$ cat config.mk
export PLATFORM = sky130hd
export DESIGN_NAME = event_sequence_config
export DESIGN_NICKNAME = d
export VERILOG_FILES = /design/src/hw/_unused_guard.sv /design/src/shared/evtseq_pkg.sv /design/src/hw/event_sequence_config.sv /design/src/hw/temp_sequencer.sv
export SDC_FILE = /design/constraint.sdc
export NUM_CORES = 2
export LEC_CHECK = 0
export BUFFER_PORTS_ARGS = -buffer_cell sky130_fd_sc_hd__buf_2
export CAP_MARGIN = 10
export CORE_MARGIN = 3
export CORE_UTILIZATION = 64
export CTS_CLUSTER_DIAMETER = 50
export CTS_CLUSTER_SIZE = 30
export DETAILED_ROUTE_END_ITERATION = 16
export PLACE_DENSITY = 0.83
export REMOVE_ABC_BUFFERS = 1
export SLEW_MARGIN = 15
export SYNTH_ARGS = -nofsm -noshare
export SYNTH_HDL_FRONTEND = slang
export SYNTH_SLANG_ARGS = --single-unit
$ cat constraint.sdc
create_clock -name clk -period 10.3 [get_ports clk]
set_clock_uncertainty 0.05 [all_clocks]
set_input_delay 3.09 -clock clk [delete_from_list [all_inputs] [get_ports clk]]
set_output_delay 3.09 -clock clk [all_outputs]
set_load 0.005 [all_outputs]
$ cat src/hw/_unused_guard.sv
`timescale 1ns/1ps
`default_nettype none
`default_nettype wire

$ cat src/shared/evtseq_pkg.sv
/*
  shared constants for the event-sequence calibration and temperature
  configuration block: apb offsets, field positions, reset value, codes.
  assumes a 32-bit apb bus and a 16-bit setup register in the low half.
*/
package evtseq_pkg;
  // register byte offsets
  localparam logic [11:0] OFS_SETUP      = 12'h000;  // setup register
  localparam logic [11:0] OFS_STATUS     = 12'h004;  // sequencer status
  localparam logic [11:0] OFS_RESULT     = 12'h008;  // last measurement out
  // setup register field positions
  localparam int          CYC_CNT_LSB    = 11;       // temp_cycle_count [15:11]
  localparam int          CAL_USE_BIT    = 10;       // calibration use
  localparam int          CAL_CFG_LSB    = 7;        // autocal code [9:7]
  localparam int          PORT_SEL_LSB   = 5;        // temp_port_select [6:5]
  localparam int          PRE_LSB        = 2;        // preamble_cycle_count [4:2]
  localparam int          PORT_TIME_LSB  = 0;        // port timing, stored only
  localparam logic [15:0] SETUP_RESET    = 16'h0000; // value after reset
  // port select codes
  localparam logic [1:0]  PORTS_T1_T3    = 2'h0;
  localparam logic [1:0]  PORTS_T2_T4    = 2'h1;
  localparam logic [1:0]  PORTS_T1_T3_T2 = 2'h2;
  localparam logic [1:0]  PORTS_ALL      = 2'h3;
  // calibration factor fraction width
  localparam int          CAL_FRAC_W     = 16;
  // temperature sequencer states
  typedef enum logic [2:0] {
    S_IDLE  = 3'b000,
    S_CYCLE = 3'b001,
    S_STIM  = 3'b010,
    S_WAIT  = 3'b011,
    S_NEXT  = 3'b100
  } tseq_state_t;
endpackage

$ cat src/hw/event_sequence_config.sv
/*
  event-sequence setup register with apb access; applies calibration to
  measurements, raises autocalibration requests and drives the
  temperature sequencer. assumes apb master on clk, port_done from a pin.
*/
`timescale 1ns/1ps
`default_nettype none
//
// Overview of operation
// - calibration bit applies stored factors to measurements taken during an event command
// - autocal codes 0-3 off, 4-7 pick trigger points
// - port code chooses ports and their order
// - preamble count sets dummy passes, zero none
// - each preamble pass uses configured port order
module event_sequence_config (
  input  wire logic                       clk,
  input  wire logic                       rst_n,
  input  wire logic                       psel,           // apb select
  input  wire logic                       penable,        // apb access phase
  input  wire logic                       pwrite,         // apb direction
  input  wire logic [11:0]                paddr,          // apb byte address
  input  wire logic [31:0]                pwdata,         // apb write data
  input  wire logic [3:0]                 pstrb,          // apb byte lanes
  output logic                            pready,         // apb ready
  output logic [31:0]                     prdata,         // apb read data
  output logic                            pslverr,        // apb error
  input  wire logic                       evt_active,     // event command running
  input  wire logic                       tof_cycle_start,// flight_time_difference cycle
  input  wire logic                       tof_seq_start,  // flight_time_difference sequence
  input  wire logic                       temp_go,        // start temperature sequence
  input  wire logic                       port_done_pin,  // conversion done pin
  input  wire logic [31:0]                meas_in,        // raw measurement
  input  wire logic                       meas_in_valid,  // raw measurement strobe
  input  wire logic [15:0]                cal_factor_integer,  // integer factor
  input  wire logic [15:0]                cal_factor_fraction, // fraction factor
  output logic [31:0]                     meas_out,       // measurement out
  output logic                            meas_out_valid, // output strobe
  output logic                            calibrate_req,  // run calibrate command
  output logic [3:0]                      port_stim,      // temperature port drive
  output logic                            store_result,   // temperature result keep
  output logic [1:0]                      result_port,    // port of that result
  output logic                            temp_busy       // temperature sequence busy
);
  import evtseq_pkg::*;

  logic [15:0] setup;         // event_sequence_setup register
  logic        done_meta;     // port_done first stage
  logic        done_sync;     // port_done second stage
  logic        seq_start;     // temperature sequence begins
  logic        cycle_start;   // temperature pass begins
  logic        in_preamble;   // preamble pass running

  // the setup word is the only writable state here; every field below is a
  // plain slice of it, so a host write takes effect on the next clock and
  // the sequencer snapshots what it needs when a sequence starts
  // field views
  wire [4:0] temp_cycle_count     = setup[CYC_CNT_LSB +: 5];
  wire       cal_use              = setup[CAL_USE_BIT];
  wire [2:0] cal_cfg              = setup[CAL_CFG_LSB +: 3];
  wire [1:0] temp_port_select     = setup[PORT_SEL_LSB +: 2];
  wire [2:0] preamble_cycle_count = setup[PRE_LSB +: 3];

  // apb slave with no wait states: the access phase always ends in one
  // cycle, so read data and the error flag are pure decode of the request;
  // writes to the status and result words are dropped without an error,
  // only addresses outside the map answer pslverr
  // apb decode
  wire acc      = psel && penable;
  wire hit_set  = (paddr == OFS_SETUP);
  wire hit_stat = (paddr == OFS_STATUS);
  wire hit_res  = (paddr == OFS_RESULT);
  wire mapped   = hit_set || hit_stat || hit_res;
  wire wr_set   = acc && pwrite && hit_set;
  // status word: cal_use, calibrate_req, temp_busy, in_preamble, result_port
  wire [31:0] status_word = {26'h0000000, result_port, in_preamble, temp_busy,
                             calibrate_req, cal_use};
  // read mux: setup, status, result, else zero
  wire [31:0] rd_word = hit_set ? {16'h0000, setup} :
                        hit_stat ? status_word :
                        hit_res ? meas_out : 32'h00000000;

  assign pready  = 1'b1;                 // zero wait states
  assign pslverr = acc && !mapped;       // unmapped address answers an error
  assign prdata  = (acc && !pwrite) ? rd_word : 32'h00000000;

  // reset value is all zero: autocal off, ports 1 and 3, no preamble
  // upper lanes hold nothing, so pstrb[3:2] are ignored; bits 1:0 keep the
  // port timing code, stored only; a write during a sequence leaves the
  // running sequence alone, since the engine works from its snapshot
  // setup register writes by byte lane
  always_ff @(posedge clk or negedge rst_n) begin
    if (!rst_n) begin
      setup <= SETUP_RESET;
    end else if (wr_set) begin
      if (pstrb[0]) setup[7:0]  <= pwdata[7:0];
      if (pstrb[1]) setup[15:8] <= pwdata[15:8];
    end
  end

  // the done pin comes from the port converter, outside this clock domain;
  // only done_sync is read, and the pin must stay high longer than one clock or a
  // done can be lost
  // two-stage synchroniser for the done pin
  always_ff @(posedge clk or negedge rst_n) begin
    if (!rst_n) begin
      done_meta <= 1'b0;
      done_sync <= 1'b0;
    end else begin
      done_meta <= port_done_pin;
      done_sync <= done_meta;
    end
  end

  // 16.16 fixed point: integer factor above the point, fraction below;
  // bits below the point are cut, not rounded, and outside an event-timing
  // command raw values pass untouched; the factors are levels from the
  // calibration store and must not change while a strobe is taken; the
  // multiply is combinational and may need a pipeline stage in silicon
  // calibration: raw times integer.fraction factor
  wire [63:0] cal_prod = {32'h00000000, meas_in} *
                         {32'h00000000, cal_factor_integer, cal_factor_fraction};
  wire [31:0] cal_val  = cal_prod[CAL_FRAC_W +: 32];
  wire [31:0] next_meas = (cal_use && evt_active) ? cal_val : meas_in;

  // meas_out keeps the last result until the next strobe;
  // the valid strobe follows the raw strobe by one clock
  // measurement output register
  always_ff @(posedge clk or negedge rst_n) begin
    if (!rst_n) begin
      meas_out       <= 32'h00000000;
      meas_out_valid <= 1'b0;
    end else begin
      meas_out_valid <= meas_in_valid;
      if (meas_in_valid) meas_out <= next_meas;
    end
  end

  // code bit 2 enables, bit 1 picks the flight-time point (cycle or sequence),
  // bit 0 picks the temperature point: one pass or the whole sequence;
  // codes 000b..011b never request a calibration;
  // is_tof selects the flight-time column, is_seq the sequence row
  // autocal trigger point for a code: tof or temperature, cycle or sequence
  function automatic logic cal_at(input logic [2:0] code, input logic is_tof,
                                  input logic is_seq);
    if (!code[2]) cal_at = 1'b0;                    // 000b..011b disabled
    else if (is_tof) cal_at = (code[1] == is_seq);  // 10x cycle, 11x sequence
    else cal_at = (code[0] == is_seq);              // x0 cycle, x1 sequence
  endfunction

  // trigger points only count while an event-timing command runs;
  // temperature triggers come from the engine's start strobes
  wire next_cal = evt_active &&
                  ((tof_cycle_start && cal_at(cal_cfg, 1'b1, 1'b0)) ||
                   (tof_seq_start   && cal_at(cal_cfg, 1'b1, 1'b1)) ||
                   (cycle_start     && cal_at(cal_cfg, 1'b0, 1'b0)) ||
                   (seq_start       && cal_at(cal_cfg, 1'b0, 1'b1)));

  // one clock per trigger point; the calibrate engine must take it then
  // calibrate request pulse
  always_ff @(posedge clk or negedge rst_n) begin
    if (!rst_n) calibrate_req <= 1'b0;
    else        calibrate_req <= next_cal;
  end

  // temperature sequence engine: snapshots port code and counts on temp_go;
  // preamble passes run first and their results are dropped;
  // temp_go while a sequence runs is ignored by the engine;
  // port_done reaches the engine through the synchroniser above
  temp_sequencer u_tseq (
    .clk          (clk),
    .rst_n        (rst_n),
    .go           (temp_go),
    .port_code    (temp_port_select),
    .pre_count    (preamble_cycle_count),
    .meas_count   (temp_cycle_count),
    .port_done    (done_sync),
    .busy         (temp_busy),
    .seq_start    (seq_start),
    .cycle_start  (cycle_start),
    .port_stim    (port_stim),
    .store_result (store_result),
    .result_port  (result_port),
    .in_preamble  (in_preamble)
  );
endmodule
`default_nettype wire

$ cat src/hw/temp_sequencer.sv
/*
  temperature sequence engine: runs preamble passes, then measurement
  passes, each pass stimulating ports in the order the port code gives.
  assumes port_done is already synchronised to clk.
*/
`timescale 1ns/1ps
`default_nettype none
module temp_sequencer (
  input  wire logic                       clk,
  input  wire logic                       rst_n,
  input  wire logic                       go,            // start a sequence
  input  wire logic [1:0]                 port_code,     // port select code
  input  wire logic [2:0]                 pre_count,     // preamble passes
  input  wire logic [4:0]                 meas_count,    // real passes minus one
  input  wire logic                       port_done,     // port conversion done
  output logic                            busy,          // sequence running
  output logic                            seq_start,     // sequence begins
  output logic                            cycle_start,   // one pass begins
  output logic [3:0]                      port_stim,     // one-hot T1..T4
  output logic                            store_result,  // keep this result
  output logic [1:0]                      result_port,   // port of the result
  output logic                            in_preamble    // preamble pass running
);
  import evtseq_pkg::*;

  tseq_state_t state;        // current state
  logic [1:0]  code_q;       // port code held for the sequence
  logic        done_q;       // port_done one clock late, for its rising edge
  logic [2:0]  pre_left;     // preamble passes still to run
  logic [4:0]  meas_left;    // real passes still to run after this
  logic [1:0]  idx;          // position within a pass

  // port number at a position of the pass
  function automatic logic [1:0] port_at(input logic [1:0] code, input logic [1:0] i);
    case (i)
      2'h0:    port_at = (code == PORTS_T2_T4) ? 2'h1 : 2'h0;
      2'h1:    port_at = (code == PORTS_T2_T4) ? 2'h3 : 2'h2;
      2'h2:    port_at = 2'h1;
      default: port_at = 2'h3;
    endcase
  endfunction

  wire [1:0] cur_port = port_at(code_q, idx);                          // port in use
  wire [1:0] last_idx = code_q[1] ? (code_q[0] ? 2'h3 : 2'h2) : 2'h1; // pass end
  // a done level left high from the previous port must not end the next one
  wire       done_rise = port_done && !done_q;                          // fresh done

  assign busy        = (state != S_IDLE);
  assign seq_start   = go && (state == S_IDLE);
  assign cycle_start = (state == S_CYCLE);
  assign in_preamble = busy && (pre_left != 3'h0);

  // pass and port stepping
  always_ff @(posedge clk or negedge rst_n) begin
    if (!rst_n) begin
      state        <= S_IDLE;
      code_q       <= 2'h0;
      done_q       <= 1'b0;
      pre_left     <= 3'h0;
      meas_left    <= 5'h00;
      idx          <= 2'h0;
      port_stim    <= 4'h0;
      store_result <= 1'b0;
      result_port  <= 2'h0;
    end else begin
      done_q       <= port_done;
      store_result <= 1'b0;
      case (state)
        S_IDLE: begin
          if (go) begin
            code_q    <= port_code;
            pre_left  <= pre_count;
            meas_left <= meas_count;
            state     <= S_CYCLE;
          end
        end
        S_CYCLE: begin
          idx   <= 2'h0;
          state <= S_STIM;
        end
        S_STIM: begin
          port_stim <= 4'h1 << cur_port;
          state     <= S_WAIT;
        end
        S_WAIT: begin
          if (done_rise) begin
            port_stim    <= 4'h0;
            result_port  <= cur_port;
            store_result <= (pre_left == 3'h0);   // preamble results dropped
            if (idx == last_idx) begin
              state <= S_NEXT;
            end else begin
              idx   <= idx + 2'h1;
              state <= S_STIM;
            end
          end
        end
        S_NEXT: begin
          if (pre_left != 3'h0) begin
            pre_left <= pre_left - 3'h1;
            state    <= S_CYCLE;
          end else if (meas_left != 5'h00) begin
            meas_left <= meas_left - 5'h01;
            state     <= S_CYCLE;
          end else begin
            state <= S_IDLE;
          end
        end
        default: state <= S_IDLE;
      endcase
    end
  end
endmodule
`default_nettype wire

Yosys cells after proc, flatten, opt, wreduce, memory -nomap -nowiden
Index checks and enable logic that the tools add are counted.
Widths: inputs -> output; s select.
Storage, ports and cells
  register bits after elaboration: 75
  latch bits: 0
  memory bits (writable): 0
  ROM bits: 0
  input bits: 123
  output and inout port bits: 76
  logic and storage cells: 114
  memories kept: 0
Operators by class
  $add $sub $neg: 3
  multipliers: 1
  div/mod/pow operators: 0
  magnitude comparators: 0
  equal/unequal tests: 16
  shift-type cells: 1
  mux-type cells: 34
  bitwise gates (word level): 2
  reduce and logical (&&, ||, !) cells: 41
Operators with widths (count)
  $mux 32: 5
  $mul 32x32->48: 1
  $mux 3: 6
  $mux 5: 3
  $pmux 3 s5: 1
  $logic_and 1x1->1: 14
  $eq 12x3->1 const B: 1
  $eq 12x4->1 const B: 1
  $logic_not 12->1: 1
  $reduce_and 2->1: 6
  $mux 1: 10
  $pmux 5 s2: 1
  $pmux 4 s2: 1
  $eq 3x2->1 const B: 2
  $logic_not 3->1: 2
  $mux 2: 3
  $ne 2x1->1 const B: 3
  $ne 2x2->1 const B: 3
  $pmux 2 s3: 1
  $pmux 3 s2: 1
  $reduce_and 3->1: 2
  $reduce_bool 2->1: 3
  $reduce_bool 3->1: 2
  $logic_or 1x1->1: 5
  16 further kinds: 20

Depth between registers and ports, before layout
  depth in word-level cells: 7
  depth in mapped cells: 30
  depth with buffers taken out: 27

Modules after synthesis
A second synthesis with hierarchy kept.
Unflattened totals
  cells, all modules: 3402
  area total of the unflattened synthesis: 31214.9 µm²
Modules (own cells, without submodules)
  event_sequence_config: instances 1, cells each 3264, area each 29927.5 µm², seq. area each 1301.2 µm²
  temp_sequencer: instances 1, cells each 138, area each 1287.5 µm², seq. area each 575.6 µm²

Least setup slack after synthesis
OpenSTA, ideal clock, no wires.
  path type: input -> register
  start point: input meas_in[30]
  end point: register meas_out[29]
  library setup time: 0.125 ns
  data arrival time: 9.860 ns
  data required time: 10.125 ns
  setup slack: 0.266 ns
  stages: 27
  path buffers: 3
  cell sequence: clkbuf_1 clkbuf_1 nand2_1 fa_1 inv_1 fa_1 fa_1 inv_1 fa_1 inv_1 fa_1 fa_1 fa_1 inv_1 fa_1 inv_1 ha_1 clkbuf_1 nand4_1 nor3_1 and3_1 nand3b_1 o31ai_1 a31oi_1 xor2_1 o21ai_0 mux2_2
Between the ends
  word-level cells in the longest chain between the ends: 2
Ends and longest elaborated chain
  start: declaration: line event_sequence_config.sv:32  | input wire logic [31:0] meas_in,
  $mul 32x32->48: line event_sequence_config.sv:120  | wire [63:0] cal_prod = {32'h00000000, meas_in} *
  $mux 32: line event_sequence_config.sv:123  | wire [31:0] next_meas = (cal_use && evt_active) ? cal_val : meas_in;
  end signal: assignment: line event_sequence_config.sv:134  | if (meas_in_valid) meas_out <= next_meas;
  end: declaration: line event_sequence_config.sv:36  | output logic [31:0] meas_out,
No other way between the ends.
A chain may end at the register's enable or synchronous reset.

Worst setup path in the final report
  start point: input cal_factor_fraction[11]
  end point: register meas_out[25]
Between the ends
  word-level cells in the longest chain between the ends: 2
Ends and longest elaborated chain
  start: declaration: line event_sequence_config.sv:35  | input wire logic [15:0] cal_factor_fraction,
  $mul 32x32->48: line event_sequence_config.sv:120
  $mux 32: line event_sequence_config.sv:123
No other way between the ends.

==> results.json <==
{
  "yosysSeqAreaShare": 0.05995,
  "dieArea_sq_um": 51610,
  "slowest_stage": "fa_2",
  "place_congestion": 0.9324,
  "ant_nets": 0,
  "period_needed_ns": 10.11,
  "drc": 0,
  "drtPass1Iterations": 5,
  "area_growth_syn_to_layout_pct": 8.884,
  "portBuffers": 179,
  "drive_gt1_frac": 0.1160,
  "wire_per_inst_microns": 19.44,
  "worstSetupStartpointType": "input pin",
  "cts_tree": "yes",
  "multi_input_area_sq_um": 25890,
  "rows": 80,
  "slew_headroom": 0.3033,
  "cp.required_ns": 10.43,
  "cp_common_cell": "fa_1",
  "critPathCaptureType": "flip-flop",
  "vias": 24010,
  "avgSynthCellArea_sq_um": 9.133,
  "final_max_slew_viol_count": 0,
  "reg2reg_to": "u_tseq.meas_left[3]$_DFFE_PN0P_",
  "clock_latency_ns": 0.33,
  "max_freq_mhz": 98.93,
  "synth_top_area_frac": 0.4975,
  "worst_pin_slew_ns": 1.037,
  "post-cts-setup-buffer-count": 0,
  "die_x_microns": 227.2,
  "synth_warnings": 0,
  "core_sq_um": 48050,
  "worstHoldStart": "done_meta$_DFF_PN0_",
  "layout_common_cells": "777 x fa_1, 760 x inv_1, 528 x and2_1",
  "final_cells": 4223,
  "root_buffer": "clkbuf_16",
  "hp-class": "reg -> reg",
  "reg2reg_depth": 7,
  "holdPathEnd": "done_sync$_DFF_PN0_",
  "wl_microns": 82100,
  "grtUsageTotal": 0.3361,
  "netlist_area_sq_um": 31310,
  "cap_violations": 0,
  "num-fill-cells": 3505,
  "placedCellCount": 4203,
  "synthTopCellsByArea": "fa_1 50%, and2_1 11%, inv_1 9.1%, ha_1 7.1%, dfrtp_1 6.0%",
  "finalHoldViolCount": 0,
  "antenna_found_initial": 4,
  "grt_overflow": 0,
  "ys_types": 60,
  "yosysTopAreaCell": "fa_1",
  "min_period_over_period": 0.9814,
  "grt_max_degree": 76,
  "start_util": 0.6516,
  "die_h_microns": 227.2,
  "crit_path_max_fanout": 12,
  "htree_levels": 3,
  "layout_commonest_cell": "fa_1",
  "via_per_inst": 5.686,
  "path_clk_slew_ns": 0.06,
  "netlist_instances": 3428,
  "cts_buffer_depth": 2,
  "crit_arrival_ns": 10.24,
  "cts_buffers": 9,
  "io_pins": 199,
  "whs_path_depth": 0,
  "dp_hpwl_microns": 69980,
  "cts_sinks": 75,
  "cpPeakStageDelay_ns": 0.62,
  "setup-violations-final": 0,
  "synthFlopType": "dfrtp_1",
  "async_flop_share": 1.000,
  "seq_area_sq_um": 1877,
  "grt_pass1_wl_microns": 135200,
  "synth-edff-count": 0,
  "dr.first_iter.drc_count": 1846,
  "outcome": "finished clean",
  "first_global_vias": 26140,
  "ys_ff_latch": 75,
  "r2r-start": "u_tseq.pre_left[0]$_DFFE_PN0P_",
  "reg2reg_slack_ns": 7.74,
  "nNetsFinal": 4678,
  "critPathKind": "in -> reg"
}
-- metal layers --
layer / wire length [microns] / GRT usage
met2: 41260 / 0.5725
met4: 3944 / 0.1457
met1: 30130 / 0.4344
met5: 0 / 0
met3: 6760 / 0.04977
-- critical path, delay by kind of cell --
family | cells | cell delay [ns]
AOI/OAI and AO/OA | 9 | 1.57
xor gates and xnor gates | 1 | 0.15
adders and majority gates | 9 | 4.35
buffers and inverters | 5 | 0.80
and+or+nand+nor | 2 | 0.23
-- what timing repair did --
action / CTS / global route
hold buffers: 0 / 0
resized for setup: 1 / 42
setup endpoints to repair: 2 / 17
pin swaps: 0 / 6
-- cell usage after synthesis (6+ instances only) --
| cell type | count |
|---|---|
| nor3_1 | 20 |
| and2_1 | 528 |
| nand3_1 | 16 |
| clkbuf_1 | 197 |
| mux2i_1 | 20 |
| nand4_1 | 7 |
| nor2b_1 | 10 |
| ha_1 | 178 |
| or3_1 | 6 |
| o21ai_0 | 38 |
| inv_1 | 760 |
| and3_1 | 9 |
| nand2_1 | 445 |
| o221ai_1 | 7 |
| fa_1 | 778 |
| xor2_1 | 16 |
| xnor2_1 | 42 |
| a31oi_1 | 16 |
| nor2_1 | 82 |
| mux2_2 | 22 |
| a21o_1 | 18 |
| dfrtp_1 | 75 |
| nand2b_1 | 8 |
| a21oi_1 | 67 |
-- sequential cells by signal (all words and copies together), names as in the netlist, 2 cells and up --
register and count:
meas_out 32, setup 16, u_tseq.code_q 2, u_tseq.idx 2, u_tseq.meas_left 5, u_tseq.port_stim 4
u_tseq.pre_left 3, u_tseq.result_port 2, u_tseq.state 3
-- cell families (layout without fill, tap and decap cells) --
family / count (synthesis) / in the layout / share of synthesized area
adder cells (fa/ha/maj): 956 / 956 / 0.5686
AO/OA/AOI/OAI: 196 / 196 / 0.04100
flip-flops: 75 / 75 / 0.05995
multiplexers: 42 / 42 / 0.01431
other: 1 / 5 / 0.0001198
XOR/XNOR: 58 / 58 / 0.01623
buffers and inverters: 960 / 1136 / 0.1152
AND/OR/NAND/NOR: 1140 / 1140 / 0.1846
-- layout make-up --
| class | instances | area share |
|---|---|---|
| Sequential cell | 75 | 0.05506 |
| Inverter | 760 | 0.08369 |
| Timing Repair Buffer | 360 | 0.06933 |
| Tap cell | 615 | 0.02257 |
| Antenna cell | 4 | 0.0002936 |
| Clock buffer | 12 | 0.007524 |
| Multi-Input combinational cell | 2393 | 0.7594 |
| Clock inverter | 4 | 0.002129 |
-- per-stage QoR --
| step | setup WS (ns) | setup TNS (ns) | area, sq um | utilization | hold WS [ns] |
|---|---|---|---|---|---|
| after floorplan | 0.7233 | 0 | 30550 | - | 0.2812 |
| final | 0.1914 | 0 | 34090 | 0.7095 | 0.2964 |
| after CTS | 0.05288 | 0 | 33960 | 0.7069 | 0.3002 |
| after global routing | -0.001277 | -0.001277 | 34080 | 0.7094 | 0.3070 |
| after detailed placement | -0.3600 | -2.168 | 33630 | 0.6999 | 0.2865 |
| after global placement | -0.2983 | -1.545 | 33630 | 0.6999 | 0.2822 |
-- worst max-delay path by stage --
stage / from / endpoint / slack, ns
floorplan: meas_in[18] / meas_out[25]$_DFFE_PN0P_ / 0.72
global placement: meas_in[12] / meas_out[31]$_DFFE_PN0P_ / -0.30
detailed placement: cal_factor_fraction[8] / meas_out[31]$_DFFE_PN0P_ / -0.36
CTS: meas_in[7] / meas_out[25]$_DFFE_PN0P_ / 0.05
global route: cal_factor_fraction[11] / meas_out[25]$_DFFE_PN0P_ / -0.001
finish: cal_factor_fraction[11] / meas_out[25]$_DFFE_PN0P_ / 0.19
Power is left out: the tool's default activity adds up to more than one toggle a clock period on the data nets, which glitch-free logic cannot reach.
